==> config.mk <==
export PLATFORM = sky130hd
export DESIGN_NAME = disk_power_mode_manager
export DESIGN_NICKNAME = d
export VERILOG_FILES = /design/src/verilog/pwr_mode_pkg.sv /design/src/verilog/disk_power_mode_manager.sv /design/src/verilog/cmd_timer.sv
export VERILOG_INCLUDE_DIRS = /design/src /design/src/verilog
export SDC_FILE = /design/constraint.sdc
export NUM_CORES = 1
export LEC_CHECK = 0
export BUFFER_PORTS_ARGS = -buffer_cell sky130_fd_sc_hd__buf_4
export CAP_MARGIN = 5
export CORE_UTILIZATION = 45
export CTS_CLUSTER_DIAMETER = 60
export CTS_CLUSTER_SIZE = 16
export DETAILED_ROUTE_END_ITERATION = 12
export GPL_ROUTABILITY_DRIVEN = 1
export GPL_TIMING_DRIVEN = 0
export PLACE_DENSITY = 0.74
export SYNTH_ARGS = -nofsm -noshare
export SYNTH_HDL_FRONTEND = slang
export SYNTH_SLANG_ARGS = --single-unit
export TNS_END_PERCENT = 30
==> constraint.sdc <==
create_clock -name MCLK -period 1.7 [get_ports MCLK]
set_clock_uncertainty 0.05 [all_clocks]
set_input_delay 0.17 -clock MCLK [delete_from_list [all_inputs] [get_ports MCLK]]
set_output_delay 0.17 -clock MCLK [all_outputs]
set_load 0.02 [all_outputs]
==> src/verilog/pwr_mode_defines.svh <==
`ifndef PWR_MODE_DEFINES_SVH
`define PWR_MODE_DEFINES_SVH

// command completion deadline for spindle-stop commands
`define CMD_DONE_MAX_NS 1000000
`define CLK_PERIOD_NS 4
`define CMD_DONE_CYC (`CMD_DONE_MAX_NS / `CLK_PERIOD_NS)
// nominal spindle speed in unloaded idle and idle
`define FULL_RPM 16'h1C20
// command codes on the command port
`define CMD_W 3
`define CMD_NONE 3'h0
`define CMD_IDLE 3'h1
`define CMD_STANDBY 3'h2
`define CMD_SLEEP 3'h3
`define CMD_UNLOAD 3'h4
`define CMD_SEEK 3'h5
`define CMD_READ 3'h6
`define CMD_WRITE 3'h7

`endif

==> src/verilog/pwr_mode_pkg.sv <==
package pwr_mode_pkg;

typedef enum logic [8:0] {
    ST_SPINUP = 9'h001,
    ST_SEEK = 9'h002,
    ST_WRITE = 9'h004,
    ST_READ = 9'h008,
    ST_UNLOAD_IDLE = 9'h010,
    ST_IDLE = 9'h020,
    ST_STANDBY = 9'h040,
    ST_SLEEP = 9'h080,
    ST_LOADING = 9'h100
} mode_e;

endpackage : pwr_mode_pkg

==> src/verilog/disk_power_mode_manager.sv <==
`include "pwr_mode_defines.svh"

// Functional notes
// - sleep is left only by soft or hard reset, always into standby
// - standby: heads unloaded, spindle stopped, commands still accepted at once
// - idle: spindle and servo run, any command accepted and started at once
// - unloaded idle: spindle at full speed with heads parked off media
// - spin-up always precedes media access after a stopped spindle or power down
// - spindle-stop commands complete within 1 ms; spin-down may continue later
// - any spindle stop or power down engages the head lock at outer parking
module disk_power_mode_manager
    import pwr_mode_pkg::*;
#(
    parameter int unsigned CMD_DONE_LIMIT = `CMD_DONE_CYC
)
(
    input wire logic MCLK,
    input wire logic RESET_N,
    input wire logic SOFT_RESET,
    input wire logic CMD_VALID,
    input wire logic [`CMD_W-1:0] CMD_CODE,
    input wire logic SPIN_AT_SPEED,
    input wire logic SPIN_STOPPED,
    input wire logic HEADS_LOADED,
    input wire logic MEDIA_OP_DONE,
    output logic CMD_ACCEPT,
    output logic CMD_DONE,
    output logic CMD_LATE,
    output logic SPINDLE_ON,
    output logic HEADS_LOAD,
    output logic HEAD_LOCK,
    output logic MEDIA_ACTIVE,
    output logic DRIVE_READY,
    output logic [8:0] MODE
);
    logic rst_s1_q;
    logic rst_s2_q;
    logic rst_n;

    always_ff @(posedge MCLK or negedge RESET_N)
    begin
        if (!RESET_N)
        begin
            rst_s1_q <= 1'b0;
            rst_s2_q <= 1'b0;
        end
        else
        begin
            rst_s1_q <= 1'b1;
            rst_s2_q <= rst_s1_q;
        end
    end

    assign rst_n = rst_s2_q;

    function automatic logic is_media_cmd(input logic [`CMD_W-1:0] c);
        is_media_cmd = (c == `CMD_SEEK) || (c == `CMD_READ) || (c == `CMD_WRITE);
    endfunction : is_media_cmd

    function automatic logic is_stop_cmd(input logic [`CMD_W-1:0] c);
        is_stop_cmd = (c == `CMD_STANDBY) || (c == `CMD_SLEEP);
    endfunction : is_stop_cmd

    mode_e mode_q;
    mode_e mode_d;
    // the command that is pending until spin-up and, except for unload, head load are done
    logic [`CMD_W-1:0] pend_q;
    logic [`CMD_W-1:0] pend_d;
    logic accept_d;
    logic done_d;
    logic accept_q;
    logic done_q;
    logic late_q;
    logic late_d;
    logic spin_q;
    logic spin_d;
    logic load_q;
    logic load_d;
    logic lock_q;
    logic lock_d;
    logic active_q;
    logic ready_q;
    logic stop_start;
    logic stop_late;

    // stop commands finish in one cycle, so the timer only guards against a regression
    assign stop_start = CMD_VALID && is_stop_cmd(CMD_CODE) && accept_d;

    cmd_timer #(
        .LIMIT(CMD_DONE_LIMIT)
    ) u_stop_timer (
        .clk(MCLK),
        .rst_n(rst_n),
        .start(stop_start),
        .stop(done_q),
        .expired(stop_late)
    );

    always_comb
    begin
        mode_d = mode_q;
        pend_d = pend_q;
        accept_d = 1'b0;
        done_d = 1'b0;
        late_d = late_q | stop_late;
        unique case (mode_q)
            ST_SLEEP:
            begin
                if (SOFT_RESET)
                    mode_d = ST_STANDBY;
            end
            ST_STANDBY:
            begin
                if (CMD_VALID)
                begin
                    accept_d = 1'b1;
                    if (CMD_CODE == `CMD_SLEEP)
                    begin
                        mode_d = ST_SLEEP;
                        done_d = 1'b1;
                    end
                    else if (CMD_CODE == `CMD_STANDBY)
                        done_d = 1'b1;
                    else
                    begin
                        pend_d = CMD_CODE;
                        mode_d = ST_SPINUP;
                    end
                end
            end
            ST_SPINUP:
            begin
                if (SPIN_AT_SPEED)
                    mode_d = (pend_q == `CMD_UNLOAD) ? ST_UNLOAD_IDLE : ST_LOADING;
            end
            ST_LOADING:
            begin
                if (HEADS_LOADED)
                begin
                    if (is_media_cmd(pend_q))
                        mode_d = (pend_q == `CMD_SEEK) ? ST_SEEK :
                                 (pend_q == `CMD_READ) ? ST_READ : ST_WRITE;
                    else
                    begin
                        mode_d = ST_IDLE;
                        done_d = 1'b1;
                    end
                end
            end
            ST_UNLOAD_IDLE:
            begin
                if (CMD_VALID)
                begin
                    accept_d = 1'b1;
                    if (is_stop_cmd(CMD_CODE))
                    begin
                        mode_d = (CMD_CODE == `CMD_SLEEP) ? ST_SLEEP : ST_STANDBY;
                        done_d = 1'b1;
                    end
                    else if (CMD_CODE == `CMD_UNLOAD)
                        done_d = 1'b1;
                    else
                    begin
                        pend_d = CMD_CODE;
                        mode_d = ST_LOADING;
                    end
                end
            end
            ST_IDLE:
            begin
                if (CMD_VALID)
                begin
                    accept_d = 1'b1;
                    if (is_stop_cmd(CMD_CODE))
                    begin
                        mode_d = (CMD_CODE == `CMD_SLEEP) ? ST_SLEEP : ST_STANDBY;
                        done_d = 1'b1;
                    end
                    else if (CMD_CODE == `CMD_UNLOAD)
                    begin
                        mode_d = ST_UNLOAD_IDLE;
                        done_d = 1'b1;
                    end
                    else if (is_media_cmd(CMD_CODE))
                        mode_d = (CMD_CODE == `CMD_SEEK) ? ST_SEEK :
                                 (CMD_CODE == `CMD_READ) ? ST_READ : ST_WRITE;
                    else
                        done_d = 1'b1;
                end
            end
            ST_SEEK, ST_READ, ST_WRITE:
            begin
                if (MEDIA_OP_DONE)
                begin
                    mode_d = ST_IDLE;
                    done_d = 1'b1;
                end
            end
            default:
                mode_d = ST_STANDBY;
        endcase
        if (SOFT_RESET && mode_q != ST_SLEEP)
        begin
            // soft reset drops pending work; a cut spin-up falls back to standby so that
            // media access is never reached before the spindle has come up to speed
            accept_d = 1'b0;
            done_d = 1'b0;
            mode_d = (spin_q && mode_q != ST_SPINUP) ? ST_IDLE : ST_STANDBY;
        end
    end

    always_comb
    begin
        spin_d = 1'b0;
        load_d = 1'b0;
        unique case (mode_d)
            ST_SPINUP: spin_d = 1'b1;
            ST_LOADING, ST_IDLE, ST_SEEK, ST_READ, ST_WRITE:
            begin
                spin_d = 1'b1;
                load_d = 1'b1;
            end
            ST_UNLOAD_IDLE: spin_d = 1'b1;
            ST_STANDBY, ST_SLEEP: spin_d = 1'b0;
            default: spin_d = 1'b0;
        endcase
        // lock held whenever the spindle is commanded off or still coasting down
        lock_d = !spin_d || !HEADS_LOADED && !load_d || !SPIN_STOPPED && !spin_d;
    end

    always_ff @(posedge MCLK or negedge rst_n)
    begin
        if (!rst_n)
        begin
            // hard reset from any mode, sleep included, lands in standby
            mode_q <= ST_STANDBY;
            pend_q <= `CMD_NONE;
            accept_q <= 1'b0;
            done_q <= 1'b0;
            late_q <= 1'b0;
            spin_q <= 1'b0;
            load_q <= 1'b0;
            lock_q <= 1'b1;
            active_q <= 1'b0;
            ready_q <= 1'b0;
        end
        else
        begin
            mode_q <= mode_d;
            pend_q <= pend_d;
            accept_q <= accept_d;
            done_q <= done_d;
            late_q <= late_d;
            spin_q <= spin_d;
            load_q <= load_d;
            lock_q <= lock_d;
            active_q <= (mode_d == ST_SEEK) || (mode_d == ST_READ) || (mode_d == ST_WRITE);
            ready_q <= (mode_d == ST_IDLE);
        end
    end

    assign CMD_ACCEPT = accept_q;
    assign CMD_DONE = done_q;
    assign CMD_LATE = late_q;
    assign SPINDLE_ON = spin_q;
    assign HEADS_LOAD = load_q;
    assign HEAD_LOCK = lock_q;
    assign MEDIA_ACTIVE = active_q;
    assign DRIVE_READY = ready_q;
    assign MODE = mode_q;
endmodule : disk_power_mode_manager

==> src/verilog/cmd_timer.sv <==
`include "pwr_mode_defines.svh"

// counts cycles while armed; flags expiry in the cycle the count reaches the limit
module cmd_timer
    import pwr_mode_pkg::*;
#(
    parameter int unsigned LIMIT = `CMD_DONE_CYC
)
(
    input wire logic clk,
    input wire logic rst_n,
    input wire logic start,
    input wire logic stop,
    output logic expired
);
    logic [17:0] cnt_q;
    logic [17:0] cnt_d;
    logic run_q;
    logic run_d;
    logic exp_q;
    logic exp_d;

    always_comb
    begin
        cnt_d = cnt_q;
        run_d = run_q;
        exp_d = 1'b0;
        if (start)
        begin
            cnt_d = 18'h00000;
            run_d = 1'b1;
        end
        else if (stop)
        begin
            run_d = 1'b0;
        end
        else if (run_q)
        begin
            if (cnt_q == 18'(LIMIT - 1))
            begin
                exp_d = 1'b1;
                run_d = 1'b0;
            end
            cnt_d = cnt_q + 18'h00001;
        end
    end

    always_ff @(posedge clk or negedge rst_n)
    begin
        if (!rst_n)
        begin
            cnt_q <= 18'h00000;
            run_q <= 1'b0;
            exp_q <= 1'b0;
        end
        else
        begin
            cnt_q <= cnt_d;
            run_q <= run_d;
            exp_q <= exp_d;
        end
    end

    assign expired = exp_q;
endmodule : cmd_timer

* Word level (Yosys, flattened, before mapping)
Cells that the tools add are included.
** Operators by class
- Equal/unequal tests :: 36
- Add/subtract/negate cells :: 1
- $lt $le $gt $ge :: 0
- Reduce and logical (&&, ||, !) cells :: 27
- Multipliers :: 0
- Mux-type cells :: 62
- Div/mod/pow operators :: 0
- Shift operators :: 0
- Bitwise operators :: 1
** Operator list (number)
- 9-bit 2-to-1 mux :: 16
- 9-bit one-hot mux with 7 select lines :: 1
- 18-bit 2-to-1 mux :: 3
- 1-bit 2-to-1 mux :: 27
- 3-bit == test, second input constant :: 8
- 18-bit by 1-bit adder with 18-bit output, second input constant :: 1
- 18-bit == test, second input constant :: 1
- 9-bit by 1-bit == test with 1-bit output, second input constant :: 2
- 9-bit by 2-bit == test with 1-bit output, second input constant :: 2
- 9-bit by 3-bit == test with 1-bit output, second input constant :: 2
- 9-bit by 4-bit == test with 1-bit output, second input constant :: 2
- 9-bit by 5-bit == test with 1-bit output, second input constant :: 2
- 9-bit by 6-bit == test with 1-bit output, second input constant :: 2
- 9-bit == test, second input constant :: 2
- 3-bit 2-to-1 mux :: 6
- 4-bit 2-to-1 mux :: 4
- 2-bit inequality test, second input constant :: 6
- 9-bit by 7-bit == test with 1-bit output, second input constant :: 1
- 9-bit by 8-bit == test with 1-bit output, second input constant :: 1
- 1-bit logical OR :: 9
- 9-bit by 1-bit inequality test with 1-bit output, second input constant :: 1
- 9-bit by 8-bit inequality test with 1-bit output, second input constant :: 1
- 8-bit 2-to-1 mux :: 1
- 7-bit 2-to-1 mux :: 1
- 14 further kinds :: 25
** Word-level totals
- Memory bits (read-only) :: 0
- Output and inout port bits :: 17
- Register bits after elaboration :: 42
- Latch bits :: 0
- Memory bits (writable) :: 0
- Memories :: 0
- Input port bits :: 11

* Longest topological paths before layout
- Depth after elaboration :: 16
- Depth in mapped cells :: 8
- Gate-level depth less buffers :: 6

* Hierarchy
Synthesis repeated with hierarchy kept, for this count alone.
** Second synthesis, totals
- Cells, all modules :: 290
- Area, all modules :: 2615.0 um2
** Modules (own cells, without submodules)
- disk_power_mode_manager :: times used 1, area an instance 1574.0 um2, cells each 182
- cmd_timer :: times used 1, area an instance 1041.0 um2, cells each 108

* Least setup slack after synthesis
No wires, ideal clock.
- Kind :: register -> register
- From :: reg mode_q[6] (netlist: MODE[6])
- To :: reg load_q (netlist: HEADS_LOAD)
- Data required time :: 1.506 ns
- Stages on the path, launching flop included :: 9
- Path buffers :: 2
- Setup slack :: -0.449 ns
- Arrival time :: 1.955 ns
- Path through :: dfstp_2 buf_2 nor3_2 buf_2 nand4_1 o211ai_2 o41a_1 nor4_2 o211ai_1
** On the way
- Cells in the longest elaborated chain, start to end :: 9
- Elaborated cells on any way between the ends :: 38
- Classes of those cells :: eq/ne (16); mux (18); reduce/logical (4)
** RTL lines
- start, declared :: RTL line disk_power_mode_manager.sv:64 : mode_e mode_q;
- start signal, assigned :: RTL line disk_power_mode_manager.sv:249 : mode_q <= mode_d;
- 9-bit 2-to-1 mux :: RTL line disk_power_mode_manager.sv:184 : else if (is_media_cmd(CMD_CODE))
- 9-bit 2-to-1 mux :: RTL line disk_power_mode_manager.sv:179 : else if (CMD_CODE == `CMD_UNLOAD)
- 9-bit 2-to-1 mux :: RTL line disk_power_mode_manager.sv:174 : if (is_stop_cmd(CMD_CODE))
- 9-bit 2-to-1 mux :: RTL line disk_power_mode_manager.sv:171 : if (CMD_VALID)
- 9-bit one-hot mux with 7 select lines :: RTL line disk_power_mode_manager.sv:106 : unique case (mode_q)
- 9-bit 2-to-1 mux (*) :: RTL line disk_power_mode_manager.sv:202 : if (SOFT_RESET && mode_q != ST_SLEEP)
- 9-bit by 2-bit == test with 1-bit output (tied with other cells) :: RTL line disk_power_mode_manager.sv:216 : unique case (mode_d)
- 5-bit OR reduction (*) :: RTL line disk_power_mode_manager.sv:216
- 1-bit 2-to-1 mux (*) :: RTL line disk_power_mode_manager.sv:216
- net load_d :: RTL line disk_power_mode_manager.sv:78 : logic load_d;
- end signal, assigned :: RTL line disk_power_mode_manager.sv:255 : load_q <= load_d;
- end, declared :: RTL line disk_power_mode_manager.sv:77 : logic load_q;
The timed path passes the listed nets; every way through them passes the cells marked *.
A chain may end at the register's enable or synchronous reset.

* Final worst setup path
Same ends and word-level chain as after synthesis.

==> metrics.txt <==
run status=finished, violations left; failing checks=negative setup slack; Final Non-Filler Cells=410; synth top area cells=dfrtp_1, nor2_1, nand3_1; Finished Cell Area=3400 sq um; Critical Path RT=1810 ps; peak supply drop=0.7848 mV; dpl hpwl=4487 um; number of synthesized flops with an enable pin=0; end of the worst hold path=MODE[7]; Post-synth top flop=dfrtp_1; vias post-DR=2412; HP Start=SOFT_RESET; Seq cells post-synth=42; main combinational cell family by area after synthesis=simple AND/OR/NAND/NOR gates; post-synthesis mux area share=1.271%; CTS tree=built; Min-Delay Path Class=in -> reg; LEAKAGE=1.442 nW; Synth Net Count=292; H-tree lvl count=2; final setup fails=39; RSZ-0062 raised after global routing=true; area leader, netlist=dfrtp_1; GRT Util Overall=24.31%; XOR/XNOR share of the synthesized area=5.819%; DRT iter0 DRCs=201; ys async rst share=100.0%; drt first pass iters=5; I/O pin cnt=28; mapped cell area=2559 sq um; Antenna diodes=0; worst-margin pin slew=846.5 ps; crit-path max FO=6; Area Overhead vs Synth=32.86%; DRC viols=0; dpl cell area=2914 sq um; chip width=77.41 um; Yosys Warn Count=0; multi-input logic area=1580 sq um; R2R Setup Slk=-400 ps; port buffer count=26; Sink Count=42; Post-Syn Instances=280; die height=77.41 um; Clk Latency, worst-skew pair=290 ps; crit path DAT=2210 ps; TritonCTS Buffers=5; die area=5992 sq um; Routed WL=6844 um; Yosys top cell area share=39.12%; worst hold slack=37.28 ps; Slowest cell on crit path=dfstp_2; Register-to-Register Path Depth=7; Post-Synth Simple-Gate Area=30.32%; post-route clock period utilization=123.3%; Max-Cap Viols=0; count leader, synth=dfrtp_1; Antenna Violating Nets Remaining=0; row count=27; Final min period=2097 ps; post-DR vias/cell=5.883; Clock Path Buffers=2; first-pass GRT wire length=11410 um; Slew HR=43.56%; R2R Path End=HEADS_LOAD; worst hold stages=2; startpoint types=register; Filler cells=451; average size of a mapped cell=9.138 sq um; initial antenna violation count=0; core region area=5507 sq um; RePlAce Congestion=0.9363; compound-gate portion of the synthesized area=15.60%; post-synth cell types=66; reg2reg start=MODE[6]; Critical Path End Type=register; pwr dens=1208 nW/um^2; WS Path Type=reg -> reg; routed wire length per instance=16.69 um; # placed instances=378; Initial Util=46.47%; Synth Area in Adders=0.4890%; largest net degree at the start of global routing=41; Highest Clock Rate=476.9 MHz; share of layout cells above drive strength 1=36.09%; Root Driver=clkbuf_8; CP peak stage delay=540 ps; Synth top cells by count=dfrtp_1, nor2_1, nand3_1; Final WS setup=-396.9 ps; share of the yosys chip area belonging to registers=41.17%; vias in the first global route=2338; Hold Fails Final Rpt=0; Sequential cell area=1061 sq um; clock slew seen by the registers of the worst setup and hold paths=80 ps; total congestion overflow=0; crit-path cells=buf_6 > nor3_1 > nand3_1 > o22ai_2 > or3_4 > nor4_4 > o211ai_1; fin nets=349; Slew Limit Fails=0
[how the worst max path moves through the flow]
stage          slack (ps)          to  depth (start not counted)  startpoint
2_1_floorplan        -390  HEADS_LOAD                          8     MODE[6]
3_3_place_gp         -530   HEAD_LOCK                          8     MODE[2]
3_5_place_dp         -500   HEAD_LOCK                          8     MODE[2]
4_1_cts              -380  HEADS_LOAD                          8     MODE[6]
5_1_grt              -470  HEADS_LOAD                          7     MODE[6]
6_report             -400  HEADS_LOAD                          7     MODE[6]
[repair_timing]
action / in CTS / in global routing
endpoints found under the setup margin: 39 / 39
pin swaps: 25 / 9
hold endpoints to repair: 2 / 0
gates resized for setup: 32 / 15
buffers inserted: 16 / 6
hold buffers: 1 / 0
cloned: 2 / 1
[registers in the layout, summed over array words and instances, names as in the netlist]
signal and flops:
rst_s1_q 1, DRIVE_READY 1, HEADS_LOAD 1, CMD_DONE 1, SPINDLE_ON 1, MEDIA_ACTIVE 1, rst_n 1, MODE 9
u_stop_timer.cnt_q 18, pend_q 3, u_stop_timer.run_q 1, u_stop_timer.expired 1, HEAD_LOCK 1, CMD_LATE 1, CMD_ACCEPT 1
[logic make-up after synthesis]
family	Yosys count
buffers and inverters	24
other	1
muxes	3
and+or+nand+nor	138
AOI/OAI and AO/OA	54
DFF	42
adders and majority gates	1
xor gates and xnor gates	17
[layer usage]
metal  vias to the layer above  routed length [um]  GRT usage [%]  share of wire (%)
met5                         -                   0              0                  0
met4                         0                  87          6.792                1.3
met3                         9                 493          4.588                7.2
met2                       102                3103          38.05                 45
met1                      1164                3160          34.32                 46
li1                       1137                   -              -                  -
[stage by stage]
step	power [mW]	TNS, ps	util, %	worst slack (ps)
6_report	4.107	-7497	61.74	-396.9
3_5_place_dp	2.911	-13080	52.92	-499.5
3_3_place_gp	2.893	-14550	52.90	-530.5
4_1_cts	3.962	-7141	60.19	-382.6
2_1_floorplan	2.527	-5426	-	-387.3
5_1_grt	4.356	-10310	61.74	-466.5
[layout make-up]
type                    count  share of cell area, %
multi-input cells         214                  46.49
well taps                  72                  2.650
repair buffers             50                  11.48
clock inverters             3                  1.288
flip-flops and latches     42                  31.21
plain buffers              13                  3.497
inverters                  11                  1.362
clock buffers               5                  2.024
[layout by cell type (no fill, tap or decap), drive strengths merged, types with 10 or more instances in the layout]
| master | n |
|---|---|
| nand3 | 19 |
| inv | 12 |
| o21ai | 14 |
| dfrtp | 40 |
| xor2 | 10 |
| nor2 | 37 |
| nand2 | 17 |
| nand4 | 12 |
| buf | 60 |
[report_power, final]
| group | total, mW | internal, mW | switching [mW] | leakage (nW) |
|---|---|---|---|---|
| registers | 1.53 | 1.25 | 0.272 | 0.532 |
| logic | 1.78 | 0.837 | 0.945 | 0.851 |
| clock network | 0.801 | 0.440 | 0.360 | 0.0585 |
| total | 4.11 | 2.53 | 1.58 | 1.44 |
[worst max-delay path, delay by kind of cell, from the launching register on]
family	cells	cell delay (ps)
simple gates	4	980
buf+inv	1	130
flops	1	540
compound gates	2	270
Note: power is estimated with default switching activity, not from simulation.
